`src/shared/sbm_map.vh`:
```
// Notes on behaviour
// - Cycle is eight half-states plus whole-clock waits
// - S0 rising edge drives function code, read high
// - Entering S1 drives the target address
// - S2 asserts address strobe; reads assert data strobes
// - Write cycles drive read/write low in S2
// - Write drives data entering S3; reads idle
// - Write asserts data strobes at S4; reads idle
// - Responses ignored until the S4-to-S5 edge
// - Ack or fault at S4 end advances to S5
// - No termination keeps inserting whole-clock wait states
// - Outputs hold in S5, and S6 of writes
// - Entering S7 negates strobes; reads capture data
// - Ending S7 releases address; writes release data, read
// - Ack and fault inputs synchronised to the clock
// - Read data captured one falling edge after ack
// - Timely ack gives a four-clock cycle, no waits
// - Fault without halt ends cycle, requests trap
// - Fault with halt ends cycle, reruns after halt
`ifndef SBM_MAP_VH
`define SBM_MAP_VH

// Reset and idle levels of the bus outputs
`define SBM_STROBE_IDLE 1'b1
`define SBM_RW_IDLE 1'b1
`define SBM_FC_RESET 3'h0
`define SBM_BUS_CLK_RESET 1'b0

// Positions of the synchronised inputs in the shared synchroniser word
`define SBM_SYNC_ACK 16
`define SBM_SYNC_FAULT 17
`define SBM_SYNC_HALT 18
`define SBM_SYNC_WIDTH 19

// Number of flip-flops in each synchroniser
`define SBM_SYNC_STAGES 2

`endif

```
`src/rtl/sbm_bus_master.v`:
```
`timescale 1ns/1ps
`include "sbm_map.vh"
// Bus cycle master for a 16-bit parallel bus with handshake termination.
// Each system clock cycle is one half-state of the bus clock; the bus
// clock is high in even states and low in odd states.
module sbm_bus_master #(
	parameter AW = 23,
	parameter DW = 16
) (
	// Clock and reset
	input wire sys_clk,
	input wire nrst,
	// Core request side
	input wire req,
	input wire req_write,
	input wire [2:0] req_fc,
	input wire [AW-1:0] req_addr,
	input wire [DW-1:0] req_wdata,
	input wire req_upper,
	input wire req_lower,
	// Core answer side
	output reg busy_reg,
	output reg done_reg,
	output reg fault_trap_reg,
	output reg [DW-1:0] rd_data_reg,
	// Bus clock
	output wire bus_clk,
	// Bus control outputs
	output reg [2:0] fc_reg,
	output reg read_write_reg,
	output reg address_strobe_n,
	output reg upper_byte_strobe_n,
	output reg lower_byte_strobe_n,
	// Address bus
	output reg [AW-1:0] addr_out_reg,
	output reg addr_oe_reg,
	// Data bus
	input wire [DW-1:0] data_in,
	output reg [DW-1:0] data_out_reg,
	output reg data_oe_reg,
	// Termination inputs from the slave
	input wire transfer_ack_n,
	input wire bus_fault_n,
	input wire halt_n
);

	// Bus states; waits are a low and a high half inserted after S4
	localparam ST_IDLE = 4'h0;
	localparam ST_S0 = 4'h1;
	localparam ST_S1 = 4'h2;
	localparam ST_S2 = 4'h3;
	localparam ST_S3 = 4'h4;
	localparam ST_S4 = 4'h5;
	localparam ST_S5 = 4'h6;
	localparam ST_S6 = 4'h7;
	localparam ST_S7 = 4'h8;
	localparam ST_WLO = 4'h9;
	localparam ST_WHI = 4'ha;
	localparam ST_HOLD = 4'hb;

	reg [3:0] state_reg;
	reg [3:0] state_next;
	reg write_reg;
	reg [2:0] fc_hold_reg;
	reg [AW-1:0] addr_hold_reg;
	reg [DW-1:0] wdata_hold_reg;
	reg upper_reg;
	reg lower_reg;
	reg fault_seen_reg;
	reg halt_seen_reg;
	wire [`SBM_SYNC_WIDTH-1:0] sync_word;
	wire ack_s;
	wire fault_s;
	wire halt_s;
	wire [DW-1:0] data_s;
	wire term_s;
	wire start_ok;
	wire rerun_ok;

	// Ack, fault, halt and data bus all come from outside this clock
	sbm_sync #(
		.WIDTH(`SBM_SYNC_WIDTH)
	) u_sync (
		.sys_clk(sys_clk),
		.nrst(nrst),
		.async_in({halt_n, bus_fault_n, transfer_ack_n, data_in}),
		.sync_out(sync_word)
	);

	sbm_half_clk u_half_clk (
		.sys_clk(sys_clk),
		.nrst(nrst),
		.bus_clk(bus_clk)
	);

	// Synchronised levels, active high
	assign ack_s = ~sync_word[`SBM_SYNC_ACK];
	assign fault_s = ~sync_word[`SBM_SYNC_FAULT];
	assign halt_s = ~sync_word[`SBM_SYNC_HALT];
	assign data_s = sync_word[DW-1:0];
	assign term_s = ack_s | fault_s;

	// A cycle may start only where the bus clock is about to rise
	assign start_ok = ~bus_clk;
	assign rerun_ok = ~bus_clk & ~halt_s;

	// Next state; each state is one half of a bus clock period
	always @* begin
		state_next = state_reg;
		case (state_reg)
			ST_IDLE: begin
				if (req && !done_reg && !fault_trap_reg && start_ok) begin
					state_next = ST_S0;
				end
			end
			ST_S0: begin
				state_next = ST_S1;
			end
			ST_S1: begin
				state_next = ST_S2;
			end
			ST_S2: begin
				state_next = ST_S3;
			end
			ST_S3: begin
				state_next = ST_S4;
			end
			// Responses only count at the edges that end S4 and each high wait half
			ST_S4, ST_WHI: begin
				if (term_s) begin
					state_next = ST_S5;
				end else begin
					state_next = ST_WLO;
				end
			end
			ST_WLO: begin
				state_next = ST_WHI; // Whole clock per wait
			end
			ST_S5: begin
				state_next = ST_S6;
			end
			ST_S6: begin
				state_next = ST_S7;
			end
			ST_S7: begin
				if (fault_seen_reg && halt_seen_reg) begin
					state_next = ST_HOLD;
				end else begin
					state_next = ST_IDLE;
				end
			end
			ST_HOLD: begin
				if (rerun_ok) begin
					state_next = ST_S0; // Same access again
				end
			end
			default: begin
				state_next = ST_IDLE;
			end
		endcase
	end

	// State register and all bus outputs except the bus clock, changed on entry to a state
	always @(posedge sys_clk) begin
		if (!nrst) begin
			state_reg <= ST_IDLE;
			busy_reg <= 1'b0;
			done_reg <= 1'b0;
			fault_trap_reg <= 1'b0;
			rd_data_reg <= {DW{1'b0}};
			fc_reg <= `SBM_FC_RESET;
			read_write_reg <= `SBM_RW_IDLE;
			address_strobe_n <= `SBM_STROBE_IDLE;
			upper_byte_strobe_n <= `SBM_STROBE_IDLE;
			lower_byte_strobe_n <= `SBM_STROBE_IDLE;
			addr_out_reg <= {AW{1'b0}};
			addr_oe_reg <= 1'b0;
			data_out_reg <= {DW{1'b0}};
			data_oe_reg <= 1'b0;
			write_reg <= 1'b0;
			fc_hold_reg <= `SBM_FC_RESET;
			addr_hold_reg <= {AW{1'b0}};
			wdata_hold_reg <= {DW{1'b0}};
			upper_reg <= 1'b0;
			lower_reg <= 1'b0;
			fault_seen_reg <= 1'b0;
			halt_seen_reg <= 1'b0;
		end else begin
			state_reg <= state_next;
			done_reg <= 1'b0;
			fault_trap_reg <= 1'b0;
			case (state_reg)
				// Take the request; it is held here for a possible rerun
				ST_IDLE: begin
					if (state_next == ST_S0) begin
						busy_reg <= 1'b1;
						write_reg <= req_write;
						fc_hold_reg <= req_fc;
						addr_hold_reg <= req_addr;
						wdata_hold_reg <= req_wdata;
						upper_reg <= req_upper;
						lower_reg <= req_lower;
						fc_reg <= req_fc;
						read_write_reg <= 1'b1;
					end
				end
				ST_HOLD: begin
					if (state_next == ST_S0) begin
						fc_reg <= fc_hold_reg;
						read_write_reg <= 1'b1;
					end
				end
				// Address goes out in the low half of S1
				ST_S0: begin
					addr_out_reg <= addr_hold_reg;
					addr_oe_reg <= 1'b1;
				end
				// Address strobe always; data strobes now only for reads
				ST_S1: begin
					address_strobe_n <= 1'b0;
					if (write_reg) begin
						read_write_reg <= 1'b0;
					end else begin
						upper_byte_strobe_n <= ~upper_reg;
						lower_byte_strobe_n <= ~lower_reg;
					end
				end
				// Write data leaves high impedance entering S3
				ST_S2: begin
					if (write_reg) begin
						data_out_reg <= wdata_hold_reg;
						data_oe_reg <= 1'b1;
					end
				end
				// Write strobes follow the data by one half clock
				ST_S3: begin
					if (write_reg) begin
						upper_byte_strobe_n <= ~upper_reg;
						lower_byte_strobe_n <= ~lower_reg;
					end
				end
				// Record how the cycle was terminated; no output moves
				ST_S4, ST_WHI: begin
					if (term_s) begin
						fault_seen_reg <= fault_s;
						halt_seen_reg <= halt_s;
					end
				end
				// S5 and S6 leave the bus alone
				ST_S5: begin
					fc_reg <= fc_reg;
				end
				// Strobes negate and read data is taken entering S7
				ST_S6: begin
					address_strobe_n <= `SBM_STROBE_IDLE;
					upper_byte_strobe_n <= `SBM_STROBE_IDLE;
					lower_byte_strobe_n <= `SBM_STROBE_IDLE;
					if (!write_reg) begin
						rd_data_reg <= data_s;
					end
				end
				// Release the buses and report the outcome
				ST_S7: begin
					addr_oe_reg <= 1'b0;
					data_oe_reg <= 1'b0;
					read_write_reg <= `SBM_RW_IDLE;
					if (fault_seen_reg && halt_seen_reg) begin
						busy_reg <= 1'b1;
					end else if (fault_seen_reg) begin
						busy_reg <= 1'b0;
						fault_trap_reg <= 1'b1;
					end else begin
						busy_reg <= 1'b0;
						done_reg <= 1'b1;
					end
				end
				default: begin
					busy_reg <= busy_reg;
				end
			endcase
		end
	end

endmodule

```
`src/rtl/sbm_sync.v`:
```
`timescale 1ns/1ps
// Multi-bit two-flop synchroniser; bits are independent, not a coherent word
module sbm_sync #(
	parameter WIDTH = 19
) (
	// Clock and reset
	input wire sys_clk,
	input wire nrst,
	// Asynchronous input and its synchronised copy
	input wire [WIDTH-1:0] async_in,
	output reg [WIDTH-1:0] sync_out
);

	reg [WIDTH-1:0] meta_reg;

	// First stage is read by the second stage only
	always @(posedge sys_clk) begin
		if (!nrst) begin
			meta_reg <= {WIDTH{1'b1}};
			sync_out <= {WIDTH{1'b1}};
		end else begin
			meta_reg <= async_in;
			sync_out <= meta_reg;
		end
	end

endmodule

```
`src/rtl/sbm_half_clk.v`:
```
`timescale 1ns/1ps
`include "sbm_map.vh"
// Bus clock divider: toggles every system clock, one half-state per cycle
module sbm_half_clk (
	// Clock and reset
	input wire sys_clk,
	input wire nrst,
	// Bus clock driven to the slave
	output reg bus_clk
);

	// Free running so a synchronous slave always sees edges
	always @(posedge sys_clk) begin
		if (!nrst) begin
			bus_clk <= `SBM_BUS_CLK_RESET;
		end else begin
			bus_clk <= ~bus_clk;
		end
	end

endmodule

```
`config.mk`:
```
export PLATFORM = sky130hd
export DESIGN_NAME = sbm_bus_master
export DESIGN_NICKNAME = d
export VERILOG_FILES = /design/src/rtl/sbm_bus_master.v /design/src/rtl/sbm_sync.v /design/src/rtl/sbm_half_clk.v
export VERILOG_INCLUDE_DIRS = /design/src /design/src/shared
export SDC_FILE = /design/constraint.sdc
export NUM_CORES = 1
export LEC_CHECK = 0
export BUFFER_PORTS_ARGS = -buffer_cell sky130_fd_sc_hd__buf_2
export CAP_MARGIN = 20
export CORE_ASPECT_RATIO = 1.1
export CORE_MARGIN = 3
export CORE_UTILIZATION = 40
export CTS_CLUSTER_SIZE = 16
export DETAILED_ROUTE_END_ITERATION = 12
export GPL_TIMING_DRIVEN = 1
export PLACE_DENSITY = 0.59
export SETUP_SLACK_MARGIN = 0.2
export SLEW_MARGIN = 10
export SYNTH_ARGS = -nofsm -noshare
export SYNTH_HDL_FRONTEND = slang
export SYNTH_SLANG_ARGS = --single-unit
```
`constraint.sdc`:
```
create_clock -name sys_clk -period 2.05 [get_ports sys_clk]
set_input_delay 0.3075 -clock sys_clk [delete_from_list [all_inputs] [get_ports sys_clk]]
set_output_delay 0.3075 -clock sys_clk [all_outputs]
set_load 0.02 [all_outputs]
```
== Word level (Yosys, flattened, before mapping) ==
Index checks and enable logic that the tools add are counted.
Word-level totals
  RAM bits: 0
  output and inout port bits: 68
  input bits: 67
  memory bits (read-only): 0
  word-level logic and storage cells: 106
  flip-flop bits (word level): 157
  bits in latches: 0
  memories kept: 0
Operators by class
  multiplexer cells: 25
  bitwise operators: 11
  add/subtract/negate cells: 0
  $lt $le $gt $ge: 0
  div/mod/pow operators: 0
  reduce and logical (&&, ||, !) cells: 26
  equal/unequal tests: 19
  multipliers: 0
  shift-type cells: 0
Operators by type and width (number)
  4-bit one-hot mux with 11 select lines: 1
  4-bit by 3-bit == test with 1-bit output, second input constant: 4
  4-bit == test, second input constant: 4
  4-bit 2-to-1 mux: 4
  2-bit inequality test, second input constant: 6
  2-bit AND reduction: 6
  1-bit 2-to-1 mux: 10
  2-bit nonzero test: 5
  1-bit inverter: 9
  1-bit one-hot mux with 3 select lines: 3
  3-bit AND reduction: 3
  4-bit by 1-bit == test with 1-bit output, second input constant: 2
  4-bit by 2-bit == test with 1-bit output, second input constant: 2
  1-bit one-hot mux with 2 select lines: 4
  3-bit 2-to-1 mux: 2
  3-bit one-hot mux with 2 select lines: 1
  3-bit nonzero test: 2
  1-bit logical AND: 4
  4-bit zero test: 1
  2-bit OR reduction: 2
  3-bit OR reduction: 1
  1-bit zero test: 2
  2-bit by 1-bit inequality test with 1-bit output, second input constant: 1
  1-bit bitwise AND: 1
  1-bit OR: 1

== Depth between registers and ports, before layout ==
  word-level depth: 9
  depth in mapped cells: 7

== Hierarchy ==
A second synthesis with hierarchy kept.
Second synthesis, totals
  cells, all modules: 642
  area total of the unflattened synthesis: 5753.0 um^2
By module, submodules not included
  sbm_bus_master: area an instance 4685.7 um^2, cells an instance 560, instances 1, sequential area each 2362.3 um^2
  sbm_sync: area an instance 1033.5 um^2, cells an instance 80, instances 1, sequential area each 760.7 um^2
  sbm_half_clk: area an instance 33.8 um^2, cells an instance 2, instances 1, sequential area each 20.0 um^2

== Worst setup path before layout ==
Ideal clock, no wire load.
  path kind: register to register
  from: register u_half_clk.bus_clk
  to: register fc_reg[0]
  arrival: 1547 ps
  path buffers: 0
  period minus slack after synthesis: 1663 ps
  path slack: 387 ps
  setup time: 116 ps
  cell stages (with the launch flop): 5
  cells stage by stage: dfxtp_1 or4b_1 o22ai_2 nand2_1 o211a_1
On the way
  longest elaborated chain between the ends: 7
RTL lines
  start: declaration: line sbm_half_clk.v:9  | output reg bus_clk
  start signal: assignment: line sbm_half_clk.v:15  | bus_clk <= `SBM_BUS_CLK_RESET;
  start signal: assignment: line sbm_half_clk.v:17  | bus_clk <= ~bus_clk;
  1-bit inverter (*): line sbm_bus_master.v:104, sbm_bus_master.v:105
  1-bit bitwise AND or 1-bit logical AND (tied branches): line sbm_bus_master.v:105, sbm_bus_master.v:112
  4-bit 2-to-1 mux, on equally long branches: line sbm_bus_master.v:153, sbm_bus_master.v:112
  4-bit one-hot mux with 11 select lines (*): line sbm_bus_master.v:110  | case (state_reg)
  4-bit by 1-bit == test with 1-bit output (*): line sbm_bus_master.v:195, sbm_bus_master.v:208
  2-bit inequality test (no source line)
  3-bit AND reduction (no source line) (*)
  end signal: assignment: line sbm_bus_master.v:203  | fc_reg <= req_fc;
  end signal: assignment: line sbm_bus_master.v:209  | fc_reg <= fc_hold_reg;
  end signal: assignment: line sbm_bus_master.v:251  | fc_reg <= fc_reg;
  end: declaration: line sbm_bus_master.v:29  | output reg [2:0] fc_reg,
Mark *: on every way between the ends. The rest lies on a longest branch, timed or not.
A chain may end at the register's enable or synchronous reset.

== Final worst setup path ==
  from: register u_half_clk.bus_clk
  to: register busy_reg
On the way
  longest elaborated chain between the ends: 7
RTL lines
  1-bit inverter (*): line sbm_bus_master.v:104, sbm_bus_master.v:105
  1-bit bitwise AND or 1-bit logical AND (tied branches): line sbm_bus_master.v:105, sbm_bus_master.v:112
  4-bit 2-to-1 mux, on equally long branches: line sbm_bus_master.v:153, sbm_bus_master.v:112
  4-bit one-hot mux with 11 select lines (*): line sbm_bus_master.v:110
  4-bit by 1-bit == test with 1-bit output (*): line sbm_bus_master.v:195  | if (state_next == ST_S0) begin
  2-bit inequality test (no source line) (*)
  2-bit AND reduction (no source line) (*)
  end signal: assignment: line sbm_bus_master.v:278  | busy_reg <= busy_reg;
  end: declaration: line sbm_bus_master.v:22  | output reg busy_reg,
Marks and branches as above.

==> results.toml <==
[run_status]
status = "completed"

[power_and_ir_drop]
powerDensity_mw_per_mm2 = 982
irDropWorstVdd_v = 0.000465
leakage_nw = 2.99

[timing]
max_slew.worst_pin.slew_ps = 690
final_hold_viol_count = 0
skew_ps = 10.3
rsz0062_at_grt = "false"
timing.final.crit_share = 0.848
fmax_ghz = 0.576
fin_crit_ps = 1740
drv_slew = 0
tns_ps = 0
setup_viol_count_final = 0
slew_headroom = 0.533

[place]
port_buffers = 134
dp_hpwl_mm = 8.79
place_congestion = 0.772
placed_area_sq_mm = 0.00657

[critical_path]
cpMaxStageDelayCell = "or4b_1"
cp_data_arrival_time_ps = 2070
cp_cell_sequence = "or4b_1, nor2_8, buf_12, o21ai_0, a21boi_0"
end_kind = "register"
worstPathMaxFanout = 32
max_stage_delay_ps = 680
crit_type = "register to register"
required_ps = 2390
ff2ff_path_depth = 5
critPathLaunchType = "register"

[synthesis]
syn-num-nets = 701
yosys-top-cells-area = "dfxtp_1 55%, nand2_1 14%, a21boi_0 7.6%"
synth_edf_count = 0
synth_common_cells = "210 x nand2_1, 157 x dfxtp_1, 58 x a21boi_0"
synth_flop_cell = "dfxtp_1"
avgSynthCellArea_sq_um = 9.02
netlist_area_sq_mm = 0.00572
netlist.area_leader.share = 0.550
synth_area_leader_cell = "dfxtp_1"
yosysSeqAreaShare = 0.550
synth_most_common_cell = "nand2_1"
syn_inst = 634
ys_warn_count = 0
ys_seq_elements = 157
ys_async_sr_fraction = 0
ys_types = 41

[final_layout]
final_util = 0.517
drive_gt1_frac = 0.247
stdcell_area_sq_mm = 0.00720
final_net_count = 824
syn2layout_area_growth_pct = 25.9

[detailed_routing]
vias = 4564
wl_mm = 12.8
dr.pass1.iters = 6
route.detailed.drc = 0
dr.first_iter.drc_count = 221
ant_nets = 0
route.detailed.vias_per_inst = 4.76
wl_per_cell_um = 13.4

[hold_path]
min_path_cells = 2
hold_class = "input port to register"

[floorplan]
core_area_sq_mm = 0.0139
initial_core_util = 0.411
io_pins = 135
die_y_um = 131
fp.dieArea_sq_mm = 0.0158
std_cell_rows = 45
dieWidth_um = 120

[global_routing]
grt_pass1_wl_mm = 20.8
gr-usage-all-layers = 0.164
grt_pass1_vias = 4356
antenna_found_initial = 1
grt_max_degree = 57
grt_overflow = 0

[cts]
cts_max_path_buffers = 2
tritoncts = "yes"
cts-root-buf = "clkbuf_16"
cts_buffers = 17
path_clk_slew_ps = 60
cts_setup_buffers = 0
clock-sinks = 157
clk_latency_ps = 410
htree_num_levels = 4

[job]
drv_cap = 0
-- metrics by stage --
stage	hold WS (ps)	power (mW)	std cells	setup slack, ps
6_report	71.3	7.07	959	312
5_1_grt	51.5	7.37	959	213
4_1_cts	52.1	7.15	958	252
3_5_place_dp	393	3.92	926	183
3_3_place_gp	389	3.91	926	269
2_1_floorplan	386	3.71	634	387
-- placed cells by master (no fill, tap or decap), types with 2 or more instances in the layout --
master,n
nand2_1,210
dfxtp_1,154
buf_2,133
a21boi_0,58
a21boi_1,43
nand2b_1,40
clkbuf_16,17
buf_4,12
nor2_1,9
o21ai_0,7
nand3_1,5
nor2b_1,5
mux2i_1,4
o211a_1,4
a21oi_1,4
a31oi_1,4
clkbuf_8,4
clkinv_2,4
nand3b_1,3
o21a_1,3
a2bb2oi_1,3
and2_1,3
bufinv_16,3
buf_12,3
dfxtp_2,3
and3_1,2
o22ai_1,2
nor4bb_1,2
inv_1,2
a22oi_1,2
clkinvlp_4,2
-- layer usage --
metal,global-route usage,wire length [um],vias up
li1,-,-,2319
met2,0.279,6520,95
met5,0,0,-
met1,0.192,5480,2142
met3,0.0504,683,8
met4,0.0605,128,0
-- worst max-delay path, delay by kind of cell (launching register included) --
kind	cells	cell delay (ps)
compound gates	2	260
simple gates	2	850
buf+inv	1	190
flops	1	350
-- worst paths after layout --
path                                       start                        endpoint  slack, ps
hold reg to reg   u_sync.meta_reg[12]$_SDFF_PN1_  u_sync.sync_out[12]$_SDFF_PN1_        400
setup / recovery   u_half_clk.bus_clk$_SDFF_PN0_           busy_reg$_SDFFE_PN0P_        310
hold / removal                        data_in[7]   u_sync.meta_reg[7]$_SDFF_PN1_         70
setup reg to reg   u_half_clk.bus_clk$_SDFF_PN0_           busy_reg$_SDFFE_PN0P_        310
-- layout make-up --
cell class | count | area, sq um
clock buffers | 22 | 484
inverters | 2 | 7.51
clock inverters | 10 | 134
flip-flops and latches | 157 | 3150
repair buffers | 148 | 816
diodes | 1 | 2.50
fillers | 1349 | 6710
multi-input cells | 431 | 2370
well taps | 188 | 235
-- where the power goes --
part / internal, mW / switching [mW]
registers: 3.19 / 0.0768
clock network: 2.04 / 1.18
logic: 0.248 / 0.334
total: 5.47 / 1.59
-- logic make-up (layout without fill, tap and decap cells) --
logic type | Yosys count | count (layout) | share of synthesized area
compound gates | 133 | 133 | 0.172
buf+inv | 46 | 182 | 0.0379
flops | 157 | 157 | 0.550
simple gates | 294 | 294 | 0.234
mux | 4 | 4 | 0.00700
other cells | 0 | 1 | 0
-- timing repair --
item / CTS / global route
endpoints found under the setup margin: 11 / 25
pin swaps: 0 / 0
hold buffers: 0 / 0
gates resized for setup: 2 / 3
No activity file was read; power rests on OpenSTA's default activity.
